==> src/pwr_state_consts.svh <==
// Purpose: Offsets, field positions, reset values and timing counts of the power-state manager
// Assumes: 40 MHz core clock, 32-bit classic Wishbone register bus
// Notes:   Definitions only
`ifndef PWR_STATE_CONSTS_SVH
`define PWR_STATE_CONSTS_SVH

// ==========================================================================
// Register offsets (byte addresses)
`define OFS_CTRL        6'h00
`define OFS_STATUS      6'h04
`define OFS_PERSIST     6'h08
`define OFS_ENERGY      6'h0c
`define OFS_IRQ_STATUS  6'h10
`define OFS_FW_CTRL     6'h14
`define OFS_FW_DATA     6'h18
`define OFS_FW_STATUS   6'h1c

// ==========================================================================
// Control register fields
`define CTRL_LP_EN      0
`define CTRL_HOST_GATE  1
`define CTRL_PWR_DOWN   2
`define CTRL_EEE_EN     3
`define CTRL_FW_HOLD    4

// Firmware control fields
`define FW_START        0
`define FW_DONE         1
`define FW_ABORT        2
`define FW_REBOOT       3

// ==========================================================================
// Reset values
`define CTRL_RST        5'h08
`define PERSIST_RST     32'h0000_3040
`define ENERGY_RST      8'h04

// ==========================================================================
// Timing
`define CLK_HZ          40000000
`define SEC_CYCLES      `CLK_HZ
`define BOOT_NS         1000
`define BOOT_CYCLES     ((`BOOT_NS * 40 + 999) / 1000)
`define QUIET_CYCLES    16'h0100
`define REFRESH_CYCLES  16'h0010
`define FW_WORDS        64
`define FW_SIG          32'h5a5a_a5a5

`endif

==> src/pwr_state_pkg.sv <==
// Purpose: Types of the power-state manager
// Assumes: Used with pwr_state_consts.svh
// Notes:   Types only
package pwr_state_pkg;

  // ========================================================================
  // Power states
  typedef enum logic [2:0] {
    ST_RESET_UP,
    ST_POWER_DOWN,
    ST_SCAN,
    ST_ANEG,
    ST_NORMAL,
    ST_LPI,
    ST_LOW_POWER
  } pwr_state_e;

  // Line-side inputs
  typedef struct packed {
    logic       energy;
    logic       flp;
    logic       link_up;
    logic       aneg_done;
    logic       lpi_request;
    logic       partner_wake;
    logic [1:0] speed;
  } line_in_s;

  // Domain enables toward the rest of the PHY
  typedef struct packed {
    logic gpio_en;
    logic led_en;
    logic mgmt_en;
    logic digital_run;
    logic tx_on;
    logic refresh;
  } domain_en_s;

endpackage : pwr_state_pkg

==> src/phy_power_state_manager.sv <==
// Purpose: Power-state sequencing, persistent-field save/restore, EEE idle, firmware boot select
// Assumes: Inputs synchronous to core_clk; Wishbone classic slave, one ack per access, a cycle after the strobe outside ST_RESET_UP and ST_LOW_POWER
// Notes:   Ack is registered, so every access outside ST_RESET_UP and ST_LOW_POWER takes one wait cycle
`timescale 1ns/1ps
`include "pwr_state_consts.svh"

module phy_power_state_manager (
  input  wire  logic                    core_clk,
  input  wire  logic                    rst,
  input  wire  logic                    clk_en,
  input  wire  logic [5:0]              wb_adr_i,
  input  wire  logic [31:0]             wb_dat_i,
  input  wire  logic [3:0]              wb_sel_i,
  input  wire  logic                    wb_we_i,
  input  wire  logic                    wb_cyc_i,
  input  wire  logic                    wb_stb_i,
  input  wire  pwr_state_pkg::line_in_s line_i,
  output logic [31:0]                   wb_dat_o,
  output logic                          wb_ack_o,
  output pwr_state_pkg::domain_en_s     domain_o,
  output logic                          run_ram_image,
  output logic [2:0]                    state_o
);
  import pwr_state_pkg::*;

  // ========================================================================
  // State
  pwr_state_e  state_r,   state_nxt;
  logic [4:0]  ctrl_r,    ctrl_nxt;
  logic [31:0] persist_r, persist_nxt;
  logic [31:0] saved_r,   saved_nxt;
  logic [7:0]  energy_r,  energy_nxt;
  logic [7:0]  esave_r,   esave_nxt;
  logic [31:0] cnt_r,     cnt_nxt;
  logic [7:0]  sec_r,     sec_nxt;
  logic        pend_r,    pend_nxt;
  logic        seen_r,    seen_nxt;
  logic        phase_r,   phase_nxt;
  logic [15:0] eee_r,     eee_nxt;
  logic [31:0] fw_mem [0:`FW_WORDS-1];
  logic [5:0]  fw_ptr_r,  fw_ptr_nxt;
  logic [1:0]  fw_st_r,   fw_st_nxt;
  logic        ram_img_r, ram_img_nxt;
  logic        ack_r,     ack_nxt;
  logic [31:0] dat_r,     dat_nxt;
  domain_en_s  dom_r,     dom_nxt;

  logic        req;
  logic        wr;
  logic        rd;
  logic        mgmt_ok;

  // Bus is answered only while management is up
  assign mgmt_ok = state_r != ST_LOW_POWER && state_r != ST_RESET_UP;
  assign req     = wb_cyc_i && wb_stb_i && !ack_r && mgmt_ok;
  assign wr      = req && wb_we_i;
  assign rd      = req && !wb_we_i;

  function automatic logic [31:0] merge(input logic [31:0] old, input logic [31:0] d,
                                        input logic [3:0] sel);
    logic [31:0] m;
    m = old;
    for (int i = 0; i < 4; i++) begin
      if (sel[i]) begin
        m[i*8 +: 8] = d[i*8 +: 8];
      end
    end
    return m;
  endfunction : merge

  // ========================================================================
  // Next-state logic
  always_comb begin
    state_nxt   = state_r;
    ctrl_nxt    = ctrl_r;
    persist_nxt = persist_r;
    saved_nxt   = saved_r;
    energy_nxt  = energy_r;
    esave_nxt   = esave_r;
    cnt_nxt     = cnt_r;
    sec_nxt     = sec_r;
    pend_nxt    = pend_r;
    seen_nxt    = seen_r;
    phase_nxt   = phase_r;
    eee_nxt     = eee_r;
    fw_ptr_nxt  = fw_ptr_r;
    fw_st_nxt   = fw_st_r;
    ram_img_nxt = ram_img_r;
    ack_nxt     = req;
    dat_nxt     = dat_r;

    // Register writes
    if (wr) begin
      unique case (wb_adr_i)
        `OFS_CTRL:    ctrl_nxt    = 5'(merge({27'h0, ctrl_r}, wb_dat_i, wb_sel_i));
        `OFS_PERSIST: persist_nxt = merge(persist_r, wb_dat_i, wb_sel_i);
        `OFS_ENERGY:  energy_nxt  = 8'(merge({24'h0, energy_r}, wb_dat_i, wb_sel_i));
        `OFS_FW_CTRL: begin
          if (wb_dat_i[`FW_START]) begin
            fw_ptr_nxt = 6'h0;
            fw_st_nxt  = 2'h1;
          end
          if (wb_dat_i[`FW_ABORT]) begin
            fw_st_nxt = 2'h3;
          end
          if (wb_dat_i[`FW_DONE] && fw_st_r == 2'h1) begin
            fw_st_nxt = (fw_mem[0] == `FW_SIG) ? 2'h2 : 2'h3;
          end
          if (wb_dat_i[`FW_REBOOT]) begin
            ram_img_nxt = fw_st_r == 2'h2;
            state_nxt   = ST_RESET_UP;
            cnt_nxt     = 32'h0;
          end
        end
        `OFS_FW_DATA: begin
          if (fw_st_r == 2'h1) begin
            fw_ptr_nxt = fw_ptr_r + 6'h1;
          end
        end
        default: ;
      endcase
    end

    // Register reads
    if (rd) begin
      unique case (wb_adr_i)
        `OFS_CTRL:       dat_nxt = {27'h0, ctrl_r};
        `OFS_STATUS:     dat_nxt = {24'h0, line_i.link_up, line_i.energy, pend_r,
                                    2'h0, 3'(state_r)};
        `OFS_PERSIST:    dat_nxt = persist_r;
        `OFS_ENERGY:     dat_nxt = {24'h0, energy_r};
        `OFS_IRQ_STATUS: dat_nxt = {31'h0, pend_r};
        `OFS_FW_STATUS:  dat_nxt = {23'h0, ram_img_r, fw_ptr_r, fw_st_r};
        default:         dat_nxt = 32'h0;
      endcase
      if (wb_adr_i == `OFS_IRQ_STATUS) begin
        seen_nxt = pend_r;
      end
    end

    if (!wr || wb_adr_i != `OFS_FW_CTRL || !wb_dat_i[`FW_REBOOT]) begin
      unique case (state_r)
        ST_RESET_UP: begin
          cnt_nxt = cnt_r + 32'h1;
          if (cnt_r >= 32'(`BOOT_CYCLES) - 32'h1 && !ctrl_r[`CTRL_FW_HOLD]) begin
            state_nxt = ST_SCAN;
            cnt_nxt   = 32'h0;
            sec_nxt   = 8'h0;
          end
        end
        ST_POWER_DOWN: begin
          if (!ctrl_r[`CTRL_PWR_DOWN]) begin
            state_nxt = ST_SCAN;
          end
        end
        ST_SCAN: begin
          if (line_i.energy || line_i.flp) begin
            cnt_nxt  = 32'h0;
            sec_nxt  = 8'h0;
            pend_nxt = 1'b0;
            seen_nxt = 1'b0;
            if (line_i.flp) begin
              state_nxt = ST_ANEG;
            end
          end else if (ctrl_r[`CTRL_LP_EN]) begin
            if (sec_r < energy_r) begin
              cnt_nxt = cnt_r + 32'h1;
              if (cnt_r == 32'(`SEC_CYCLES) - 32'h1) begin
                cnt_nxt = 32'h0;
                sec_nxt = sec_r + 8'h1;
              end
            end else begin
              pend_nxt = 1'b1;
              if (!ctrl_r[`CTRL_HOST_GATE] || seen_r) begin
                state_nxt = ST_LOW_POWER;
                saved_nxt = persist_r;
                esave_nxt = energy_r;
                pend_nxt  = 1'b0;
                seen_nxt  = 1'b0;
              end
            end
          end
        end
        ST_ANEG: begin
          if (line_i.aneg_done && line_i.link_up) begin
            state_nxt = ST_NORMAL;
          end else if (!line_i.energy && !line_i.flp) begin
            state_nxt = ST_SCAN;
          end
        end
        ST_NORMAL: begin
          if (!line_i.link_up) begin
            state_nxt = ST_SCAN;
          end else if (ctrl_r[`CTRL_EEE_EN] && line_i.lpi_request) begin
            state_nxt = ST_LPI;
            phase_nxt = 1'b0;
            eee_nxt   = 16'h0;
          end
        end
        ST_LPI: begin
          eee_nxt = eee_r + 16'h1;
          if (!line_i.link_up) begin
            state_nxt = ST_SCAN;
          end else if (line_i.partner_wake || !line_i.lpi_request) begin
            state_nxt = ST_NORMAL;
          end else if (!phase_r && eee_r == `QUIET_CYCLES - 16'h1) begin
            phase_nxt = 1'b1;
            eee_nxt   = 16'h0;
          end else if (phase_r && eee_r == `REFRESH_CYCLES - 16'h1) begin
            phase_nxt = 1'b0;
            eee_nxt   = 16'h0;
          end
        end
        ST_LOW_POWER: begin
          if (line_i.energy || line_i.flp) begin
            state_nxt   = ST_RESET_UP;
            cnt_nxt     = 32'h0;
            persist_nxt = saved_r;
            energy_nxt  = esave_r;
            ctrl_nxt    = `CTRL_RST;
            ctrl_nxt[`CTRL_LP_EN]    = ctrl_r[`CTRL_LP_EN];
            ctrl_nxt[`CTRL_HOST_GATE] = ctrl_r[`CTRL_HOST_GATE];
          end
        end
        default: state_nxt = ST_RESET_UP;
      endcase
      if (ctrl_r[`CTRL_PWR_DOWN] && state_r != ST_LOW_POWER && state_r != ST_RESET_UP) begin
        state_nxt = ST_POWER_DOWN;
      end
    end
  end

  // Domain enables by state
  always_comb begin
    dom_nxt             = '0;
    dom_nxt.gpio_en     = state_nxt != ST_LOW_POWER;
    dom_nxt.led_en      = state_nxt != ST_LOW_POWER;
    dom_nxt.mgmt_en     = state_nxt != ST_LOW_POWER;
    dom_nxt.digital_run = state_nxt != ST_LOW_POWER;
    dom_nxt.tx_on       = state_nxt == ST_ANEG || state_nxt == ST_NORMAL ||
                          (state_nxt == ST_LPI && phase_nxt);
    dom_nxt.refresh     = state_nxt == ST_LPI && phase_nxt;
  end

  // ========================================================================
  // Registers
  always_ff @(posedge core_clk or posedge rst) begin
    if (rst) begin
      state_r   <= ST_RESET_UP;
      ctrl_r    <= `CTRL_RST;
      persist_r <= `PERSIST_RST;
      saved_r   <= `PERSIST_RST;
      energy_r  <= `ENERGY_RST;
      esave_r   <= `ENERGY_RST;
      cnt_r     <= 32'h0;
      sec_r     <= 8'h0;
      pend_r    <= 1'b0;
      seen_r    <= 1'b0;
      phase_r   <= 1'b0;
      eee_r     <= 16'h0;
      fw_ptr_r  <= 6'h0;
      fw_st_r   <= 2'h0;
      ram_img_r <= 1'b0;
      ack_r     <= 1'b0;
      dat_r     <= 32'h0;
      dom_r     <= '0;
    end else if (clk_en) begin
      state_r   <= state_nxt;
      ctrl_r    <= ctrl_nxt;
      persist_r <= persist_nxt;
      saved_r   <= saved_nxt;
      energy_r  <= energy_nxt;
      esave_r   <= esave_nxt;
      cnt_r     <= cnt_nxt;
      sec_r     <= sec_nxt;
      pend_r    <= pend_nxt;
      seen_r    <= seen_nxt;
      phase_r   <= phase_nxt;
      eee_r     <= eee_nxt;
      fw_ptr_r  <= fw_ptr_nxt;
      fw_st_r   <= fw_st_nxt;
      ram_img_r <= ram_img_nxt;
      ack_r     <= ack_nxt;
      dat_r     <= dat_nxt;
      dom_r     <= dom_nxt;
    end
  end

  // Image memory, no reset
  always_ff @(posedge core_clk) begin
    if (clk_en && wr && wb_adr_i == `OFS_FW_DATA && fw_st_r == 2'h1) begin
      fw_mem[fw_ptr_r] <= wb_dat_i;
    end
  end

  assign wb_ack_o      = ack_r;
  assign wb_dat_o      = dat_r;
  assign domain_o      = dom_r;
  assign run_ram_image = ram_img_r;
  assign state_o       = 3'(state_r);

endmodule : phy_power_state_manager

==> config.mk <==
export PLATFORM = sky130hd
export DESIGN_NAME = phy_power_state_manager
export DESIGN_NICKNAME = d
export VERILOG_FILES = /design/src/pwr_state_pkg.sv /design/src/phy_power_state_manager.sv
export VERILOG_INCLUDE_DIRS = /design/src
export SDC_FILE = /design/constraint.sdc
export NUM_CORES = 1
export LEC_CHECK = 0
export BUFFER_PORTS_ARGS = -buffer_cell sky130_fd_sc_hd__buf_2
export CORE_ASPECT_RATIO = 0.6
export CORE_UTILIZATION = 45
export CTS_CLUSTER_SIZE = 8
export DETAILED_ROUTE_END_ITERATION = 6
export PLACE_DENSITY = 0.64
export SYNTH_ARGS = -nofsm -noshare
export SYNTH_HDL_FRONTEND = slang
export SYNTH_SLANG_ARGS = --single-unit
==> constraint.sdc <==
create_clock -name core_clk -period 6.56 [get_ports core_clk]
set_input_delay 1.312 -clock core_clk [delete_from_list [all_inputs] [get_ports core_clk]]
set_output_delay 1.312 -clock core_clk [all_outputs]
set_load 0.03 [all_outputs]
[Word-level counts from Yosys, hierarchy flattened]
Memory sizes are Yosys's and may differ from the RTL's.
Cells that the tools add are included.
Storage, ports and cells
  memories: 1
  output and inout port bits: 43
  bits in writable memories: 2048
  bits of input ports: 56
  logic and storage cells: 213
  register bits after elaboration: 192
Memories
  fw_mem: words 64, width 32, rd ports 1, clocked after Yosys merged registers in 0, write ports 1, line phy_power_state_manager.sv:40  | logic [31:0] fw_mem [0:`FW_WORDS-1];
Cells by class
  bitwise gates (word level): 2
  $add $sub $neg: 4
  $lt $le $gt $ge: 2
  equal/unequal tests: 35
  mux-type cells: 95
  reductions and logical operators: 53
Operator list (count)
  $mux 32: 15
  $pmux 32 s6: 1
  $mux 8: 15
  $mux 16: 6
  $pmux 32 s3: 1
  $mux 3: 19
  $add 32x1->32 const B: 1
  $eq 32x26->1 const B: 1
  $eq 32x31->1 const B: 1
  $ge 32x6->1 const B: 1
  $pmux 16 s2: 1
  $mux 5: 6
  $eq 6x5->1 const B: 4
  $mux 1: 22
  $pmux 3 s7: 1
  $logic_and 1x1->1: 19
  $ne 3x3->1 const B: 6
  $add 16x1->16 const B: 1
  $eq 16x4->1 const B: 1
  $eq 16x8->1 const B: 1
  $pmux 8 s2: 1
  $eq 3x3->1 const B: 5
  $reduce_and 5->1: 3
  $reduce_and 7->1: 2
  other kinds (25): 57

[Longest topological paths before layout]
Gate-level depths: netlist (run 1).
  depth after elaboration: 15
  mapped depth: 11
  depth with buffers taken out: 9

[Worst setup path before layout (run 1)]
No wires, ideal clock.
  kind: input -> register
  start: input port wb_adr_i[3]
  end: memory fw_mem[0][0] (enable)
  arrival: 2.862 ns
  slack: 3.307 ns
  stages on the path: 6
  setup time: 0.391 ns
  required time: 6.169 ns
  path buffers: 2
  path through: buf_6 -> nor2b_1 -> buf_6 -> nand3_1 -> nor2_1 -> and4_1
Between the ends
  longest elaborated chain between the ends: 5
Ends and longest elaborated chain
  start: declaration: line phy_power_state_manager.sv:11  | input wire logic [5:0] wb_adr_i,
  $eq 6x5->1
  $logic_and 1x1->1 (no line)
  $logic_and 1x1->1: line phy_power_state_manager.sv:291  | if (clk_en && wr && wb_adr_i == `OFS_FW_DATA && fw_st_r == 2'h1) begin
  $mux 1: line phy_power_state_manager.sv:291
  $mux 1 (implied by the code): line phy_power_state_manager.sv:292  | fw_mem[fw_ptr_r] <= wb_dat_i;
  end: declaration: line phy_power_state_manager.sv:40
No other way between the ends.

[Worst setup path in the final report (run 1)]
  start: input port line_i[7] (netlist name)
  end: register saved_r[27]
Between the ends
  longest elaborated chain between the ends: 3
Ends and longest elaborated chain
  start: declaration: line phy_power_state_manager.sv:17  | input wire pwr_state_pkg::line_in_s line_i,
  $logic_or 1x1->1: line phy_power_state_manager.sv:157  | if (line_i.energy || line_i.flp) begin
  $not 1->1 (no line)
  $reduce_and 7->1 (no line)
  end signal: assignment: line phy_power_state_manager.sv:252  | saved_r <= `PERSIST_RST;
  end signal: assignment: line phy_power_state_manager.sv:271  | saved_r <= saved_nxt;
  end: declaration: line phy_power_state_manager.sv:31  | logic [31:0] saved_r, saved_nxt;
No other way between the ends.
A chain may end at the register's enable or synchronous reset.

==> flow_summary_export.csv, run 1 <==
group,metric,value,unit
timing,setup_ws,2.87,ns
clock_network,cts-root-buf,"clkbuf_16",
route,dr.pass1.iters,5,
timing,hold_viol,0,
worst_setup_path,worstPathMaxFanout,23,
worst_setup_path,setup.worst_path.class,"input pin to flip-flop",
timing,rsz0062_at_grt,"false",
worst_setup_path,r2r_cells,7,
worst_setup_path,worstPathCellList,"buf_2 -> nor2_1 -> nand3_1 -> inv_1 -> nand4_1 -> nor2_4 -> buf_4 -> mux2_2",
finish,final_common_cell,"dfrtp_1",
logic_synthesis,synth_cells,1024,
logic_synthesis,yosys.area_share.simple,15.8,%
clock_network,cts_buffer_depth,3,
power,netSwitchingPower,1.17,mW
logic_synthesis,synthAdderAreaFrac,1.28,%
power,combPwrFrac,16.9,%
timing,min_period_over_period,56.3,%
route,vias,8769,
die,core,0.0232,mm²
die,floorplan.die_area,0.0245,mm²
timing,fin_crit,3.69,ns
power,peakVddDrop,0.187,mV
timing,fin_worst_skew,0.0104,ns
logic_synthesis,synth_nets,1091,
worst_setup_path,crit_path_end_kind,"flip-flop",
route,antenna_left,0,
worst_hold_path,hp-class,"flip-flop to flip-flop",
logic_synthesis,yosysWarnings,0,
route,via_per_inst,6.05,
clock_network,cts_buffers,31,
grt,grt_overflow,0,
timing,final_max_slew_viol_count,0,
power,p_per_area,311,mW/mm²
logic_synthesis,async_flop_share,85.7,%
die,die_w,201,µm
placed_design,gp_congestion,0.864,
logic_synthesis,yosys_most_used_dff,"dfrtp_1",
clock_network,clk_pin_slew,0.05,ns
logic_synthesis,synthXorXnorAreaFrac,0.163,%
status,outcome,"finished clean",
finish,nets,1179,
worst_setup_path,cp.arrival,4.14,ns
finish,most-common-layout-cells,"183 x dfrtp_1, 96 x buf_2, 87 x nand2_1",
power,intPower,2.67,mW
logic_synthesis,seq_area_frac_synth,53.8,%
worst_setup_path,cpPeakStageDelay,0.75,ns
route,drtIter0Drc,837,
worst_setup_path,cp_slowest_cell,"nor2_4",
worst_hold_path,hold_depth,1,
grt,grt_pass1_vias,7930,
grt,grt_pass1_wl,46200,µm
clock_network,cts.sinks,224,
route,drc,0,
grt,antenna_found_initial,1,
placed_design,numPortBuffers,96,
clock_network,cts_setup_buffers,0,
clock_network,clk_latency,0.57,ns
logic_synthesis,synth-edff-count,32,
route,wirelength,29300,µm
power,swShare,30.5,%
clock_network,cts_hold_buf,0,
grt,grt_max_degree,83,
grt,grtUsageTotal,24.0,%
logic_synthesis,ys_ff_latch,224,
route,routedWlPerCell,20.2,µm
timing,fmax,0.271,GHz
logic_synthesis,post_synth_num_cell_types,80,
timing,relSlewSlack,17.1,%
power,power_frac_clock,38.4,%
placed_design,hpwl,19900,µm
clock_network,h-tree-depth,1,
logic_synthesis,synth_area_per_cell,10.5,µm²
power,cellLeakagePower,5.44,nW
worst_setup_path,crit_required,7.01,ns
timing,setup-tns-final,0,ns
timing,tightest_slew,1.24,ns
die,ios,99,
logic_synthesis,syn_area,0.0107,mm²
logic_synthesis,synth_compound_area_share,19.4,%
flow_run,drv_cap,0,
power,seqPwrFrac,44.7,%
clock_network,cts_resized,0,
die,num_rows,43,
placed_design,dp_slack,2.31,ns
finish,syn_to_final_growth,15.1,%
worst_setup_path,startpoint_type,"input pin",
logic_synthesis,synth_top_family_by_area,"compound AO/OA/AOI/OAI gates",
logic_synthesis,synth.area.mux_share,6.20,%
die,die_h,122,µm
finish,layout-drive-gt1-share,17.9,%
die,start_util,46.2,%
timing,setup_viol,0,
clock_network,cts_tree,"done",
==> layout make-up <==
cell class	count	area, µm²
Clock inverter	1	20.0
Antenna cell	1	2.50
Timing Repair Buffer	109	578
Inverter	24	97.6
Fill cell	2084	10900
Tap cell	315	394
Sequential cell	224	5780
Multi-Input combinational cell	722	4620
Clock buffer	54	862
==> kinds of logic after synthesis <==
kind of cell | count (synthesis)
flip-flops | 224
multiplexers | 57
AND/OR/NAND/NOR | 331
buffers and inverters | 78
XOR/XNOR | 2
adder cells (fa/ha/maj) | 11
AO/OA/AOI/OAI | 321
==> layer usage <==
metal	global-route usage, %	part of all wire (%)
met1	39.8	51
met2	30.6	39
met3	5.51	8.2
met4	4.88	1.2
met5	0	0
==> registers in the layout, summed over array words and instances (netlist names), 2 cells and up <==
signal and flops:
domain_o 3, saved_r 32, state_o 3, eee_r 16, fw_ptr_r 6, fw_st_r 2, ctrl_r 5, fw_mem 32
cnt_r 32, energy_r 8, sec_r 8, esave_r 8, persist_r 32, wb_dat_o 32
==> path summary, 6_finish.rpt <==
path / endpoint / startpoint / slack [ns]
min: wb_dat_o[0] / wb_dat_o[0] / 0.47
max: saved_r[27] / line_i[7] / 2.87
max reg2reg: saved_r[27] / state_o[1] / 2.94
min in group asynchronous: wb_dat_o[2] / rst / 0.82
min reg2reg: wb_dat_o[0] / wb_dat_o[0] / 0.47
max in group asynchronous: persist_r[1] / rst / 4.42
==> worst max-delay path, delay by kind of cell <==
family | cells | cell delay, ns
buffers and inverters | 3 | 0.75
multiplexers | 1 | 0.38
AND/OR/NAND/NOR | 4 | 1.69
==> synthesized netlist by cell type (9+ instances only) <==
library cell,number,area [µm²]
dfrtp_1,183,4580
nand2_1,87,327
nor2_1,78,293
o21ai_0,69,345
a21oi_1,51,255
o22ai_1,46,288
nand3_1,34,170
edfxtp_1,32,961
o21ai_1,32,160
clkbuf_1,30,113
a22o_1,29,254
mux2_2,26,293
inv_1,24,90.1
nor3_1,23,115
mux2_1,20,225
nand4_1,17,106
and3_1,16,100
buf_2,15,75.1
nor4_1,14,87.6
o31ai_1,14,105
a31oi_1,11,68.8
ha_1,11,138
dfstp_2,9,236
==> stage by stage <==
step | hold slack, ns | instances | total power, mW | instance area, µm² | utilization, %
after floorplan | 0.438 | 1024 | 2.16 | 10700 | -
after global placement | 0.458 | 1394 | 2.36 | 11500 | 49.4
after detailed placement | 0.464 | 1394 | 2.37 | 11500 | 49.4
after CTS | 0.475 | 1449 | 3.86 | 12400 | 53.1
after global routing | 0.492 | 1449 | 4.01 | 12400 | 53.1
final | 0.473 | 1450 | 3.84 | 12400 | 53.2
==> power groups by stage <==
stage	logic, mW	registers [mW]	clock network (mW)
global route	0.722	1.73	1.55
finish	0.649	1.72	1.47
CTS	0.644	1.71	1.50
floorplan	0.487	1.68	0
global placement	0.630	1.73	0
detailed placement	0.640	1.73	0
(Power assumes the default switching activity.)
==> run 2, diff against run 1 <==
PLACE_DENSITY = 0.61   (was 0.64)
clock period = 3.5 ns   (was 6.56 ns; I/O delays follow)
==> run 2 against run 1 <==
  * Worst hold slack worse by 0.33 ns
  * Clock-buffer cell count up 2
  * First-iteration DRC count shrank 12%
  * Sequential share of layout area fell by 0.75 points
  * Total power is 89% higher
  * Clock power grew 88%
  * Worst setup slack worse by 2.4 ns
  * Largest power group unchanged
==> flow_summary_export.csv, run 2 (same netlist as run 1, synthesis figures left out) <==
group,metric,value,unit
status,outcome,"finished clean",
finish,fill_cells,2071,
grt,antenna_found_initial,0,
finish,syn_to_final_growth,17.0,%
placed_design,numPortBuffers,96,
clock_network,h-tree-depth,1,
timing,setup-tns-final,0,ns
finish,most-common-layout-cells,"183 x dfrtp_1, 96 x buf_2, 87 x nand2_1",
grt,grtUsageTotal,25.0,%
power,peakVddDrop,0.445,mV
route,vias,8865,
grt,grt_pass1_vias,8156,
die,die_h,122,µm
timing,rsz0062_at_grt,"false",
timing,relSlewSlack,38.3,%
clock_network,cts_buffers,31,
clock_network,cts_tree,"done",
grt,grt_max_degree,72,
flow_run,drv_cap,0,
worst_hold_path,hp-class,"input pin to async pin",
timing,fin_crit,3.04,ns
finish,layout-drive-gt1-share,19.3,%
timing,min_period_over_period,86.8,%
timing,fmax,0.329,GHz
timing,fin_worst_skew,0.0133,ns
placed_design,gp_congestion,0.884,
worst_setup_path,cp.arrival,3.49,ns
timing,final_max_slew_viol_count,0,
route,antenna_left,0,
power,p_per_area,579,mW/mm²
clock_network,clk_pin_slew,0.05,ns
die,die_w,201,µm
worst_setup_path,setup.worst_path.class,"flip-flop to flip-flop",
route,wirelength,30300,µm
worst_setup_path,r2r_slack,0.46,ns
clock_network,cts.sinks,224,
grt,grt_pass1_wl,47900,µm
clock_network,cts_buffer_depth,3,
route,dr.pass1.iters,6,
timing,hold_viol,0,
finish,nets,1202,
die,core,0.0232,mm²
die,num_rows,43,
timing,fin_hold_ws,0.143,ns
route,drtIter0Drc,738,
route,drc,0,
route,via_per_inst,6.02,
worst_setup_path,worstPathMaxFanout,20,
clock_network,cts_hold_buf,0,
die,start_util,46.2,%
route,routedWlPerCell,20.6,µm
clock_network,cts_resized,0,
die,floorplan.die_area,0.0245,mm²
clock_network,cts_setup_buffers,0,
finish,final_common_cell,"dfrtp_1",
worst_setup_path,crit_path_end_kind,"flip-flop",
power,cellLeakagePower,5.56,nW
finish,diodes,0,
die,ios,99,
clock_network,cts-root-buf,"clkbuf_16",
timing,tightest_slew,0.913,ns
clock_network,clk_latency,0.56,ns
worst_setup_path,startpoint_type,"flip-flop",
placed_design,hpwl,21200,µm
worst_setup_path,crit_required,3.95,ns
grt,grt_overflow,0,
timing,setup_viol,0,
==> run 2: metrics by stage <==
stage	total power, mW	util, %	setup WS, ns	area (µm²)	std cells
after global routing	7.59	54.0	0.320	12600	1473
final	7.26	54.0	0.461	12600	1473
after global placement	4.48	50.3	0.514	11700	1417
after floorplan	4.05	-	0.331	10700	1024
after detailed placement	4.51	50.3	0.492	11700	1417
after CTS	7.28	54.0	0.474	12600	1473
==> run 2: worst max-delay path, stage by stage, from the launching register on <==
cell	delay (ns)
dfstp_2	0.59
inv_1	0.06
ha_1	0.27
o21ai_1	0.08
a211o_1	0.32
o211a_1	0.23
o21a_1	0.18
o21ai_1	0.63
buf_4	0.37
o21ai_0	0.12
o31ai_1	0.08
==> run 2: final timing paths <==
| check | startpoint | endpoint | depth (start not counted) |
|---|---|---|---|
| hold / removal | rst | persist_r[11] | 2 |
| setup / recovery | energy_r[2] | cnt_r[11] | 10 |
| max in group asynchronous | rst | esave_r[2] | 3 |
| setup reg to reg | energy_r[2] | cnt_r[11] | 10 |
| min in group core_clk | wb_dat_i[17] | fw_mem[0][17] | 1 |
| hold reg to reg | wb_dat_o[0] | wb_dat_o[0] | 1 |
==> run 2: routing by layer <==
layer	track usage, %	vias to the layer above	part of all wire (%)
met5	0	-	0
met4	4.69	0	1.3
li1	-	4096	-
met3	4.55	33	6.7
met1	42.5	4449	54
met2	31.9	287	38
==> run 2: power breakdown <==
| group | switching [mW] | leakage (nW) | total [mW] | internal, mW |
|---|---|---|---|---|
| clock network | 1.12 | 0.412 | 2.76 | 1.64 |
| logic | 0.818 | 2.25 | 1.31 | 0.488 |
| registers | 0.291 | 2.89 | 3.20 | 2.90 |
| total | 2.23 | 5.56 | 7.26 | 5.04 |
==> run 2: area by class of cell <==
| cell class | instances | area [µm²] | share of cell area, % |
|---|---|---|---|
| Clock buffer | 56 | 870 | 6.93 |
| Inverter | 24 | 93.8 | 0.747 |
| Multi-Input combinational cell | 722 | 4620 | 36.8 |
| Timing Repair Buffer | 132 | 801 | 6.38 |
| Tap cell | 315 | 394 | 3.14 |
| Sequential cell | 224 | 5780 | 46.0 |
